===== src/core/patb_pkg.sv =====
// patb_pkg: constants for the alpha test and blend stage.
// assumes: 32-bit APB register bus, one aligned word per register.
package patb_pkg;

    // ****************************************************************
    // register map
    // ****************************************************************
    localparam logic [7:0] PATB_OFS_CTRL = 8'h00;
    localparam logic [7:0] PATB_OFS_BUFCTL = 8'h04;
    localparam logic [7:0] PATB_OFS_REJECT = 8'h08;
    localparam logic [31:0] PATB_CTRL_RST = 32'h0000_0000;
    localparam logic [31:0] PATB_BUFCTL_RST = 32'h0000_0000;
    localparam logic [31:0] PATB_ZERO32 = 32'h0000_0000;
    localparam logic [31:0] PATB_ONE32 = 32'h0000_0001;

    // ****************************************************************
    // field positions in alpha_test_blend_control
    // ****************************************************************
    localparam int PATB_TEST_EN_BIT = 0;
    localparam int PATB_OP_LSB = 1;
    localparam int PATB_BLEND_EN_BIT = 4;
    localparam int PATB_RGB_SRC_LSB = 8;
    localparam int PATB_RGB_DST_LSB = 12;
    localparam int PATB_A_SRC_LSB = 16;
    localparam int PATB_A_DST_LSB = 20;
    localparam int PATB_REF_LSB = 24;
    // buffer_write_control bits
    localparam int PATB_COLOUR_WE_BIT = 9;
    localparam int PATB_DEPTH_WE_BIT = 10;

    // ****************************************************************
    // compare operators and blend factor codes
    // ****************************************************************
    typedef enum logic [2:0] {
        PATB_OP_NEVER = 3'h0,
        PATB_OP_LT = 3'h1,
        PATB_OP_EQ = 3'h2,
        PATB_OP_LE = 3'h3,
        PATB_OP_GT = 3'h4,
        PATB_OP_NE = 3'h5,
        PATB_OP_GE = 3'h6,
        PATB_OP_ALWAYS = 3'h7
    } patb_op_t;

    localparam logic [3:0] factor_zero = 4'h0;
    localparam logic [3:0] factor_source_alpha = 4'h1;
    localparam logic [3:0] factor_other_colour = 4'h2;
    localparam logic [3:0] factor_destination_alpha = 4'h3;
    localparam logic [3:0] factor_one = 4'h4;
    localparam logic [3:0] factor_inverse_source_alpha = 4'h5;
    localparam logic [3:0] factor_inverse_other_colour = 4'h6;
    localparam logic [3:0] factor_inverse_destination_alpha = 4'h7;
    localparam logic [3:0] factor_saturate_min = 4'hF;
    // same code as the saturate one, seen from the destination side
    localparam logic [3:0] factor_unfogged_colour = 4'hF;

    // full scale factor: one is 256 so a product >> 8 is exact
    localparam logic [8:0] PATB_FULL_SCALE = 9'h100;
    localparam logic [7:0] PATB_MAX8 = 8'hFF;
    localparam int PATB_NCOMP = 4;
    localparam int PATB_ALPHA_COMP = 3;

endpackage


===== src/core/patb_alpha_stage.sv =====
// patb_alpha_stage: per-pixel alpha test and alpha blend, APB registers.
// assumes: upstream presents source, unfogged and old destination pixel
// together for one cycle with pix_valid; downstream takes the result
// one cycle later with no back-pressure. pixels pack as A,R,G,B.
// limits: 8-bit math per lane with no dither; a factor of 0xFF is
// stretched to full scale so one times x returns x exactly.
// the reject counter wraps at its top; software clears it by a write.
//
// Functional notes
// RL1: alpha test compares source alpha with reference
// RL2: operator bits 3:1, source on left
// RL3: codes never,lt,eq,le,gt,ne,ge,always
// RL4: colour write needs pass and bit 9
// RL5: failed test: count, invalidate, no writes (out_valid stays set, out_rejected marks it)
// RL6: blend enable bit 4 mixes with destination
// RL7: colour = src*srcfactor + dst*dstfactor
// RL8: alpha = srcA*asrcfactor + dstA*adstfactor
// RL9: rgb factors at bits 11:8, 15:12
// RL10: alpha factors at 19:16, 23:20, independent
// RL11: factor codes zero..inverse dst alpha
// RL12: code 2 takes the other pixel colour
// RL13: source code 15 is min(sa, 1-da)
// RL14: destination code 15 is unfogged colour
// RL15: saturate results, one means full scale
`timescale 1ns/1ps
`default_nettype none

module patb_alpha_stage
    import patb_pkg::*;
(
    input wire logic pclk,
    input wire logic presetn,
    input wire logic psel,
    input wire logic penable,
    input wire logic pwrite,
    input wire logic [7:0] paddr,
    input wire logic [31:0] pwdata,
    output logic [31:0] prdata,
    output logic pready,
    output logic pslverr,
    input wire logic pix_valid,
    input wire logic [31:0] pix_src_argb,
    input wire logic [23:0] pix_unfogged_rgb,
    input wire logic [31:0] pix_dst_argb,
    output logic out_valid,
    output logic [31:0] out_argb,
    output logic out_colour_we,
    output logic out_depth_we,
    output logic out_rejected
);

    // ****************************************************************
    // blend factor selection
    // ****************************************************************
    // widen an 8-bit fraction so 0xFF becomes full scale 0x100
    function automatic logic [8:0] patb_scale(input logic [7:0] v);
        patb_scale = {1'b0, v} + {8'h00, v[7]};
    endfunction

    // factor for one lane; is_dst says which pixel is the other one.
    // reserved codes give zero, so a bad setting darkens, never wraps
    function automatic logic [8:0] patb_factor(
        input logic [3:0] code,
        input logic is_dst,
        input logic [7:0] s,
        input logic [7:0] d,
        input logic [7:0] sa,
        input logic [7:0] da,
        input logic [7:0] uf
    );
        logic [7:0] other;
        logic [7:0] inv_da;
        other = is_dst ? s : d;
        inv_da = PATB_MAX8 - da;
        unique case (code)
            factor_zero: patb_factor = 9'h000;
            factor_source_alpha: patb_factor = patb_scale(sa);
            // RL12: other pixel colour
            factor_other_colour: patb_factor = patb_scale(other);
            factor_destination_alpha: patb_factor = patb_scale(da);
            factor_one: patb_factor = PATB_FULL_SCALE;
            factor_inverse_source_alpha:
                patb_factor = patb_scale(PATB_MAX8 - sa);
            factor_inverse_other_colour:
                patb_factor = patb_scale(PATB_MAX8 - other);
            factor_inverse_destination_alpha:
                patb_factor = patb_scale(inv_da);
            factor_saturate_min: begin
                // RL14: destination side takes unfogged colour
                // RL13: source side takes the saturating minimum
                if (is_dst) begin
                    patb_factor = patb_scale(uf);
                end else begin
                    patb_factor = patb_scale((sa < inv_da) ? sa : inv_da);
                end
            end
            // RL11: reserved codes blend as zero
            default: patb_factor = 9'h000;
        endcase
    endfunction

    // ****************************************************************
    // register state
    // ****************************************************************
    logic [31:0] ctrl_q, ctrl_d;
    logic [31:0] bufctl_q, bufctl_d;
    logic [31:0] reject_q, reject_d;
    logic [31:0] prdata_q, prdata_d;
    logic pready_q, pready_d;
    logic pslverr_q, pslverr_d;
    logic addr_ok;
    logic wr_fire;

    // ****************************************************************
    // pixel datapath
    // ****************************************************************
    logic [7:0] src_a;
    logic [7:0] dst_a;
    logic [7:0] ref_val;
    patb_op_t op;
    logic test_pass;
    logic test_fail;
    logic [31:0] blended;
    // out_*_q hold the result of the pixel taken one edge earlier
    logic out_valid_q, out_valid_d;
    logic [31:0] out_argb_q, out_argb_d;
    logic out_colour_we_q, out_colour_we_d;
    logic out_depth_we_q, out_depth_we_d;
    logic out_rejected_q, out_rejected_d;

    assign src_a = pix_src_argb[8*PATB_ALPHA_COMP +: 8];
    assign dst_a = pix_dst_argb[8*PATB_ALPHA_COMP +: 8];
    // RL1: reference sits in the top byte
    assign ref_val = ctrl_q[PATB_REF_LSB +: 8];
    // RL2: operator field
    assign op = patb_op_t'(ctrl_q[PATB_OP_LSB +: 3]);

    // the field is three bits, so every code is legal and needs no default
    // RL3: operator decode, source alpha on the left
    always_comb begin
        unique case (op)
            PATB_OP_NEVER: test_pass = 1'b0;
            PATB_OP_LT: test_pass = src_a < ref_val;
            PATB_OP_EQ: test_pass = src_a == ref_val;
            PATB_OP_LE: test_pass = src_a <= ref_val;
            PATB_OP_GT: test_pass = src_a > ref_val;
            PATB_OP_NE: test_pass = src_a != ref_val;
            PATB_OP_GE: test_pass = src_a >= ref_val;
            PATB_OP_ALWAYS: test_pass = 1'b1;
        endcase
    end

    // a disabled test never rejects, whatever the operator says
    // RL1: test only counts while enabled
    assign test_fail = pix_valid && ctrl_q[PATB_TEST_EN_BIT] && !test_pass;

    // the four lanes share one shape; only the field picks and the unfogged input differ
    // per component blend: components 0..2 are B,G,R, 3 is alpha
    generate
        for (genvar i = 0; i < PATB_NCOMP; i++) begin : g_comp
            localparam bit IS_A = (i == PATB_ALPHA_COMP);
            logic [3:0] sf_code;
            logic [3:0] df_code;
            logic [7:0] s_c;
            logic [7:0] d_c;
            logic [7:0] uf_c;
            logic [8:0] sf;
            logic [8:0] df;
            logic [16:0] sp;
            logic [16:0] dp;
            logic [9:0] sum;
            // RL9: rgb factor fields
            // RL10: alpha channel factor fields
            assign sf_code = IS_A ? ctrl_q[PATB_A_SRC_LSB +: 4]
                                  : ctrl_q[PATB_RGB_SRC_LSB +: 4];
            assign df_code = IS_A ? ctrl_q[PATB_A_DST_LSB +: 4]
                                  : ctrl_q[PATB_RGB_DST_LSB +: 4];
            assign s_c = pix_src_argb[8*i +: 8];
            assign d_c = pix_dst_argb[8*i +: 8];
            // alpha has no unfogged copy, the source alpha stands in
            assign uf_c = IS_A ? src_a : pix_unfogged_rgb[8*(i % 3) +: 8];
            assign sf = patb_factor(sf_code, 1'b0, s_c, d_c, src_a, dst_a,
                                    uf_c);
            assign df = patb_factor(df_code, 1'b1, s_c, d_c, src_a, dst_a,
                                    uf_c);
            // 255 times full scale still fits the 17-bit products
            // RL7: source term plus destination term
            // RL8: same form on the alpha channel
            assign sp = {9'h000, s_c} * {8'h00, sf};
            assign dp = {9'h000, d_c} * {8'h00, df};
            assign sum = {1'b0, sp[16:8]} + {1'b0, dp[16:8]};
            // a sum reaches 510 at most; anything past 255 is clamped
            // RL15: clamp instead of wrapping
            assign blended[8*i +: 8] = (sum > {2'b00, PATB_MAX8}) ?
                                       PATB_MAX8 : sum[7:0];
        end
    endgenerate

    // output stage next values; a rejected pixel keeps out_valid so
    // the pipe downstream stays in step with upstream
    always_comb begin
        out_valid_d = pix_valid;
        out_rejected_d = test_fail;
        // RL6: blend only while enabled, else pass the source through
        out_argb_d = ctrl_q[PATB_BLEND_EN_BIT] ? blended : pix_src_argb;
        // RL4: colour write needs a pass and the enable bit
        out_colour_we_d = pix_valid && !test_fail &&
                          bufctl_q[PATB_COLOUR_WE_BIT];
        // RL5: failed pixel writes no depth either
        out_depth_we_d = pix_valid && !test_fail &&
                         bufctl_q[PATB_DEPTH_WE_BIT];
    end

    // pixel output registers
    // upstream never waits, so there is no stall path to register
    always_ff @(posedge pclk or negedge presetn) begin
        if (!presetn) begin
            out_valid_q <= 1'b0;
            out_argb_q <= PATB_ZERO32;
            out_colour_we_q <= 1'b0;
            out_depth_we_q <= 1'b0;
            out_rejected_q <= 1'b0;
        end else begin
            out_valid_q <= out_valid_d;
            out_argb_q <= out_argb_d;
            out_colour_we_q <= out_colour_we_d;
            out_depth_we_q <= out_depth_we_d;
            out_rejected_q <= out_rejected_d;
        end
    end

    // ****************************************************************
    // apb slave
    // ****************************************************************
    // three mapped words; addr_ok also keeps stray writes from landing
    assign addr_ok = (paddr == PATB_OFS_CTRL) || (paddr == PATB_OFS_BUFCTL)
                     || (paddr == PATB_OFS_REJECT);
    assign wr_fire = psel && penable && pready_q && pwrite && addr_ok;

    // no wait state: data and ready are loaded from the setup cycle,
    // which keeps prdata straight from a flop
    always_comb begin
        pready_d = psel && !penable && !pready_q;
        pslverr_d = psel && !penable && !pready_q && !addr_ok;
        prdata_d = PATB_ZERO32;
        if (psel && !penable && !pwrite) begin
            unique case (paddr)
                PATB_OFS_CTRL: prdata_d = ctrl_q;
                PATB_OFS_BUFCTL: prdata_d = bufctl_q;
                PATB_OFS_REJECT: prdata_d = reject_q;
                default: prdata_d = PATB_ZERO32;
            endcase
        end
        // writes land on the access edge, when pready is already high
        ctrl_d = ctrl_q;
        bufctl_d = bufctl_q;
        if (wr_fire && paddr == PATB_OFS_CTRL) begin
            ctrl_d = pwdata;
        end
        if (wr_fire && paddr == PATB_OFS_BUFCTL) begin
            bufctl_d = pwdata;
        end
        // RL5: count rejects; a reject in the clearing cycle survives
        reject_d = reject_q;
        if (wr_fire && paddr == PATB_OFS_REJECT) begin
            reject_d = test_fail ? PATB_ONE32 : PATB_ZERO32;
        end else if (test_fail) begin
            reject_d = reject_q + PATB_ONE32;
        end
    end

    // register file and bus answer
    // bus answer from flops so prdata never glitches with the decode
    always_ff @(posedge pclk or negedge presetn) begin
        if (!presetn) begin
            ctrl_q <= PATB_CTRL_RST;
            bufctl_q <= PATB_BUFCTL_RST;
            reject_q <= PATB_ZERO32;
            prdata_q <= PATB_ZERO32;
            pready_q <= 1'b0;
            pslverr_q <= 1'b0;
        end else begin
            ctrl_q <= ctrl_d;
            bufctl_q <= bufctl_d;
            reject_q <= reject_d;
            prdata_q <= prdata_d;
            pready_q <= pready_d;
            pslverr_q <= pslverr_d;
        end
    end

    // every output straight from its flop
    assign prdata = prdata_q;
    assign pready = pready_q;
    assign pslverr = pslverr_q;
    assign out_valid = out_valid_q;
    assign out_argb = out_argb_q;
    assign out_colour_we = out_colour_we_q;
    assign out_depth_we = out_depth_we_q;
    assign out_rejected = out_rejected_q;

endmodule

`default_nettype wire


===== config.mk =====
export PLATFORM = sky130hd
export DESIGN_NAME = patb_alpha_stage
export DESIGN_NICKNAME = d
export VERILOG_FILES = /design/src/core/patb_pkg.sv /design/src/core/patb_alpha_stage.sv
export SDC_FILE = /design/constraint.sdc
export NUM_CORES = 2
export LEC_CHECK = 0
export CORE_MARGIN = 2
export CORE_UTILIZATION = 40
export CTS_BUF_LIST = sky130_fd_sc_hd__clkbuf_8
export DETAILED_ROUTE_END_ITERATION = 8
export DONT_BUFFER_PORTS = 1
export PLACE_DENSITY = 0.62
export SLEW_MARGIN = 30
export SYNTH_ARGS = -nofsm -noshare
export SYNTH_HDL_FRONTEND = slang
export SYNTH_SLANG_ARGS = --single-unit

===== constraint.sdc =====
create_clock -name pclk -period 8.2 [get_ports pclk]
set_input_delay 0.82 -clock pclk [delete_from_list [all_inputs] [get_ports pclk]]
set_output_delay 0.82 -clock pclk [all_outputs]
set_load 0.02 [all_outputs]

==> results_dict.tcl <==
set metrics [dict create \
    antenna_left 0 \
    violations "setup timing" \
    syn_area_per_cell_um2 8.643 \
    final_area_um2 34460 \
    outcome "finished with violations" \
    numCtsBuffers 17 \
    initial_core_util_pct 40.26 \
    antenna_found_initial 5 \
    cts-root-buf "clkbuf_8" \
    area_growth_pct 15.36 \
    grt_pass1_vias 25560 \
    die_area_um2 76880 \
    crit_required_ns 8.65 \
    placed_area_um2 33170 \
    routed_wl_um 87140 \
    drc_errors 0 \
    min_period_over_period_pct 103.5 \
    portBuffers 0 \
    dieHeight_um 277.3 \
    gr-total-overflow 0 \
    clk_pin_slew_ns 0.11 \
    clock_skew_ns 0.02267 \
    cap_violations 0 \
    syn_area_um2 29870 \
    rsz0062_at_grt "yes" \
    cpPeakStageDelay_ns 0.51 \
    relSlewSlack_pct 39.05 \
    dp_hpwl_um 69920 \
    tightest_slew_ns 0.9142 \
    max-vdd-ir-drop_uv 82.30 \
    htree_levels 4 \
    die_w_um 277.3 \
    first_iter_violations 1754 \
    clkSinkCount 166 \
    syn-instance-count 3456 \
    total_power_mw 1.892 \
    layout_min_cycle_time_ns 8.485 \
    hold_path.class "in2async" \
    yosysTopAreaCell "fa_1" \
    clock_latency_ns 0.56 \
    avgRoutedWirePerCell_um 18.67 \
    synth_warnings 0 \
    p_per_area_nw_per_um2 54.90 \
    netlist.area_leader.share_pct 22.25 \
    syn_nets 4286 \
    cts_tree "yes" \
    synthArstFlopShare_pct 100.0 \
    critPathMaxFanout 11 \
    routed_via_density 5.346 \
    yosysUniqueCellTypes 85 \
    report.final.slew_viol_count 0 \
    cp-end-kind "flop" \
    place_congestion 0.9508 \
    startpoint_type "primary input" \
    worst-setup-path-type "in2reg" \
    drive_above_1_share_pct 16.55 \
    clock.fmax_ghz 0.1179 \
    arrival_ns 8.93 \
    fp.coreArea_um2 74200 \
    ys_top_cells_by_area "fa_1, ha_1, dfrtp_1, inv_1, and2_1" \
    dr.pass1.iters 5 \
    grt_use_total_pct 23.07 \
    finalHoldViolations 0 \
    core.rowCount 100 \
    synth.yosys.seq_area_share_pct 13.91 \
    synth_enable_flop_cells 0 \
    grt_pass1_wl_um 141000 \
    clock_path_buffers 2 \
    leakagePower_nw 17.69 \
    nets 4514 \
    layout_setup_ws_ns -0.2851 \
    synth_flop_cell "dfrtp_1" \
    crit_top_cell "a21oi_2" \
    io_pins 204 \
    setup_viol 32 \
    crit_slowest_cell "fa_1" \
    vias 24960 \
    ys_seq_elements 166 \
    grt_start_max_net_pins 167 \
]
## layout by cell type (no fill, tap or decap), drive strengths merged, types with 7 or more instances in the layout
cell,synthesis,final
nand4,40,40
nand3,69,69
a31oi,12,12
a221oi,10,10
or4,10,10
o311ai,7,7
and4,11,11
a21boi,13,13
o22ai,13,13
o22a,22,22
a22oi,13,13
a21o,18,18
xor2,83,83
nand2,304,304
o21bai,10,10
xnor2,133,133
and2,234,234
and3,25,25
inv,427,434
nor3,31,31
clkinv,3,8
nor3b,8,8
nand2b,50,50
clkbuf,123,17
dfrtp,166,166
mux2i,62,62
o221ai,15,15
o21ai,89,89
buf,25,357
o211ai,17,17
a21oi,166,166
mux2,62,62
fa,332,332
nor2b,81,81
ha,364,364
or3,7,7
nor2,295,295
o21a,13,13
a211oi,13,13
## state kept, by name, indices dropped and copies added, names as in the netlist
name and count:
bufctl_q 32, ctrl_q 32, out_argb 32, prdata 32, reject_q 32, out_colour_we 1, out_depth_we 1, out_rejected 1
out_valid 1, pready 1, pslverr 1
## cell usage after synthesis, drive strengths merged, types with 83 or more instances
cell,number
inv,427
ha,364
fa,332
nand2,304
nor2,295
and2,234
a21oi,166
dfrtp,166
xnor2,133
clkbuf,123
o21ai,89
xor2,83
## where the power goes
group          internal (mW)  switching (mW)
Combinational          0.167           0.197
Clock                  0.288           0.392
Sequential             0.828          0.0197
Total                   1.28           0.608
## final timing paths
path,start,to,slack (ns),cells after the start
hold / removal,presetn,prdata[26],0.28,1
setup reg to reg,ctrl_q[21],out_argb[24],-0.02,29
min in group pclk,pix_valid,out_valid,0.28,0
setup / recovery,pix_src_argb[29],out_argb[21],-0.29,44
max in group asynchronous,presetn,ctrl_q[14],7.18,1
hold reg to reg,bufctl_q[12],bufctl_q[12],0.51,1
## repair_timing
action                                  in CTS  in global routing
endpoints found under the setup margin      32                 32
hold endpoints to repair                   166                  0
pin swaps                                   64                 61
gates resized for setup                     58                 66
setup buffers                               21                 13
hold buffers                                 1                  0
## per-stage QoR
stage                     setup WS (ns)  util (%)  setup TNS [ns]  hold slack [ns]  instances
final                           -0.2851     46.45          -5.860           0.2764       4668
after global routing            -0.7612     46.44          -19.67           0.2419       4667
after CTS                       -0.1723     45.92          -2.722           0.2391       4654
after detailed placement         -1.094     44.70          -32.00           0.4943       4600
after global placement          -0.8974     44.69          -26.81           0.4865       4600
after floorplan                 -0.6681         -          -15.28           0.4791       3456
## cell families (layout without fill, tap and decap cells)
logic type / count (synthesis) / in the layout / share of synthesized area (%)
AOI/OAI and AO/OA: 477 / 477 / 10.35
xor gates and xnor gates: 216 / 216 / 6.333
adders and majority gates: 696 / 696 / 37.50
buffers and inverters: 578 / 819 / 7.297
DFF: 166 / 166 / 13.91
muxes: 126 / 126 / 4.578
other: 0 / 2 / 0
and+or+nand+nor: 1197 / 1197 / 20.03
## worst max-delay path, delay by kind of cell
family                     cells  cell delay, ns
and+or+nand+nor                8            1.47
AOI/OAI and AO/OA             17            2.46
adders and majority gates      8            2.97
xor gates and xnor gates       2            0.22
muxes                          2            0.41
buffers and inverters          7            0.58
## cell type report
cell class / count / area (µm²)
sequential: 166 / 4158
antenna: 2 / 5.005
tap: 969 / 1212
clock inverter: 15 / 207.7
inverter: 430 / 1622
timing repair buffer: 357 / 2723
fill: 7247 / 39740
clock buffer: 17 / 234.0
multi-input combinational: 2712 / 24300
## per-layer routing
layer | vias up | wire, µm | GRT usage (%) | share of wire [%]
met4 | 0 | 2921 | 7.469 | 3.4
met2 | 713 | 40820 | 38.19 | 47
met1 | 12260 | 37670 | 30.39 | 43
met3 | 141 | 5728 | 4.295 | 6.6
met5 | - | 0 | 0 | 0
li1 | 11840 | - | - | -
Note: power is estimated with default switching activity, not from simulation.
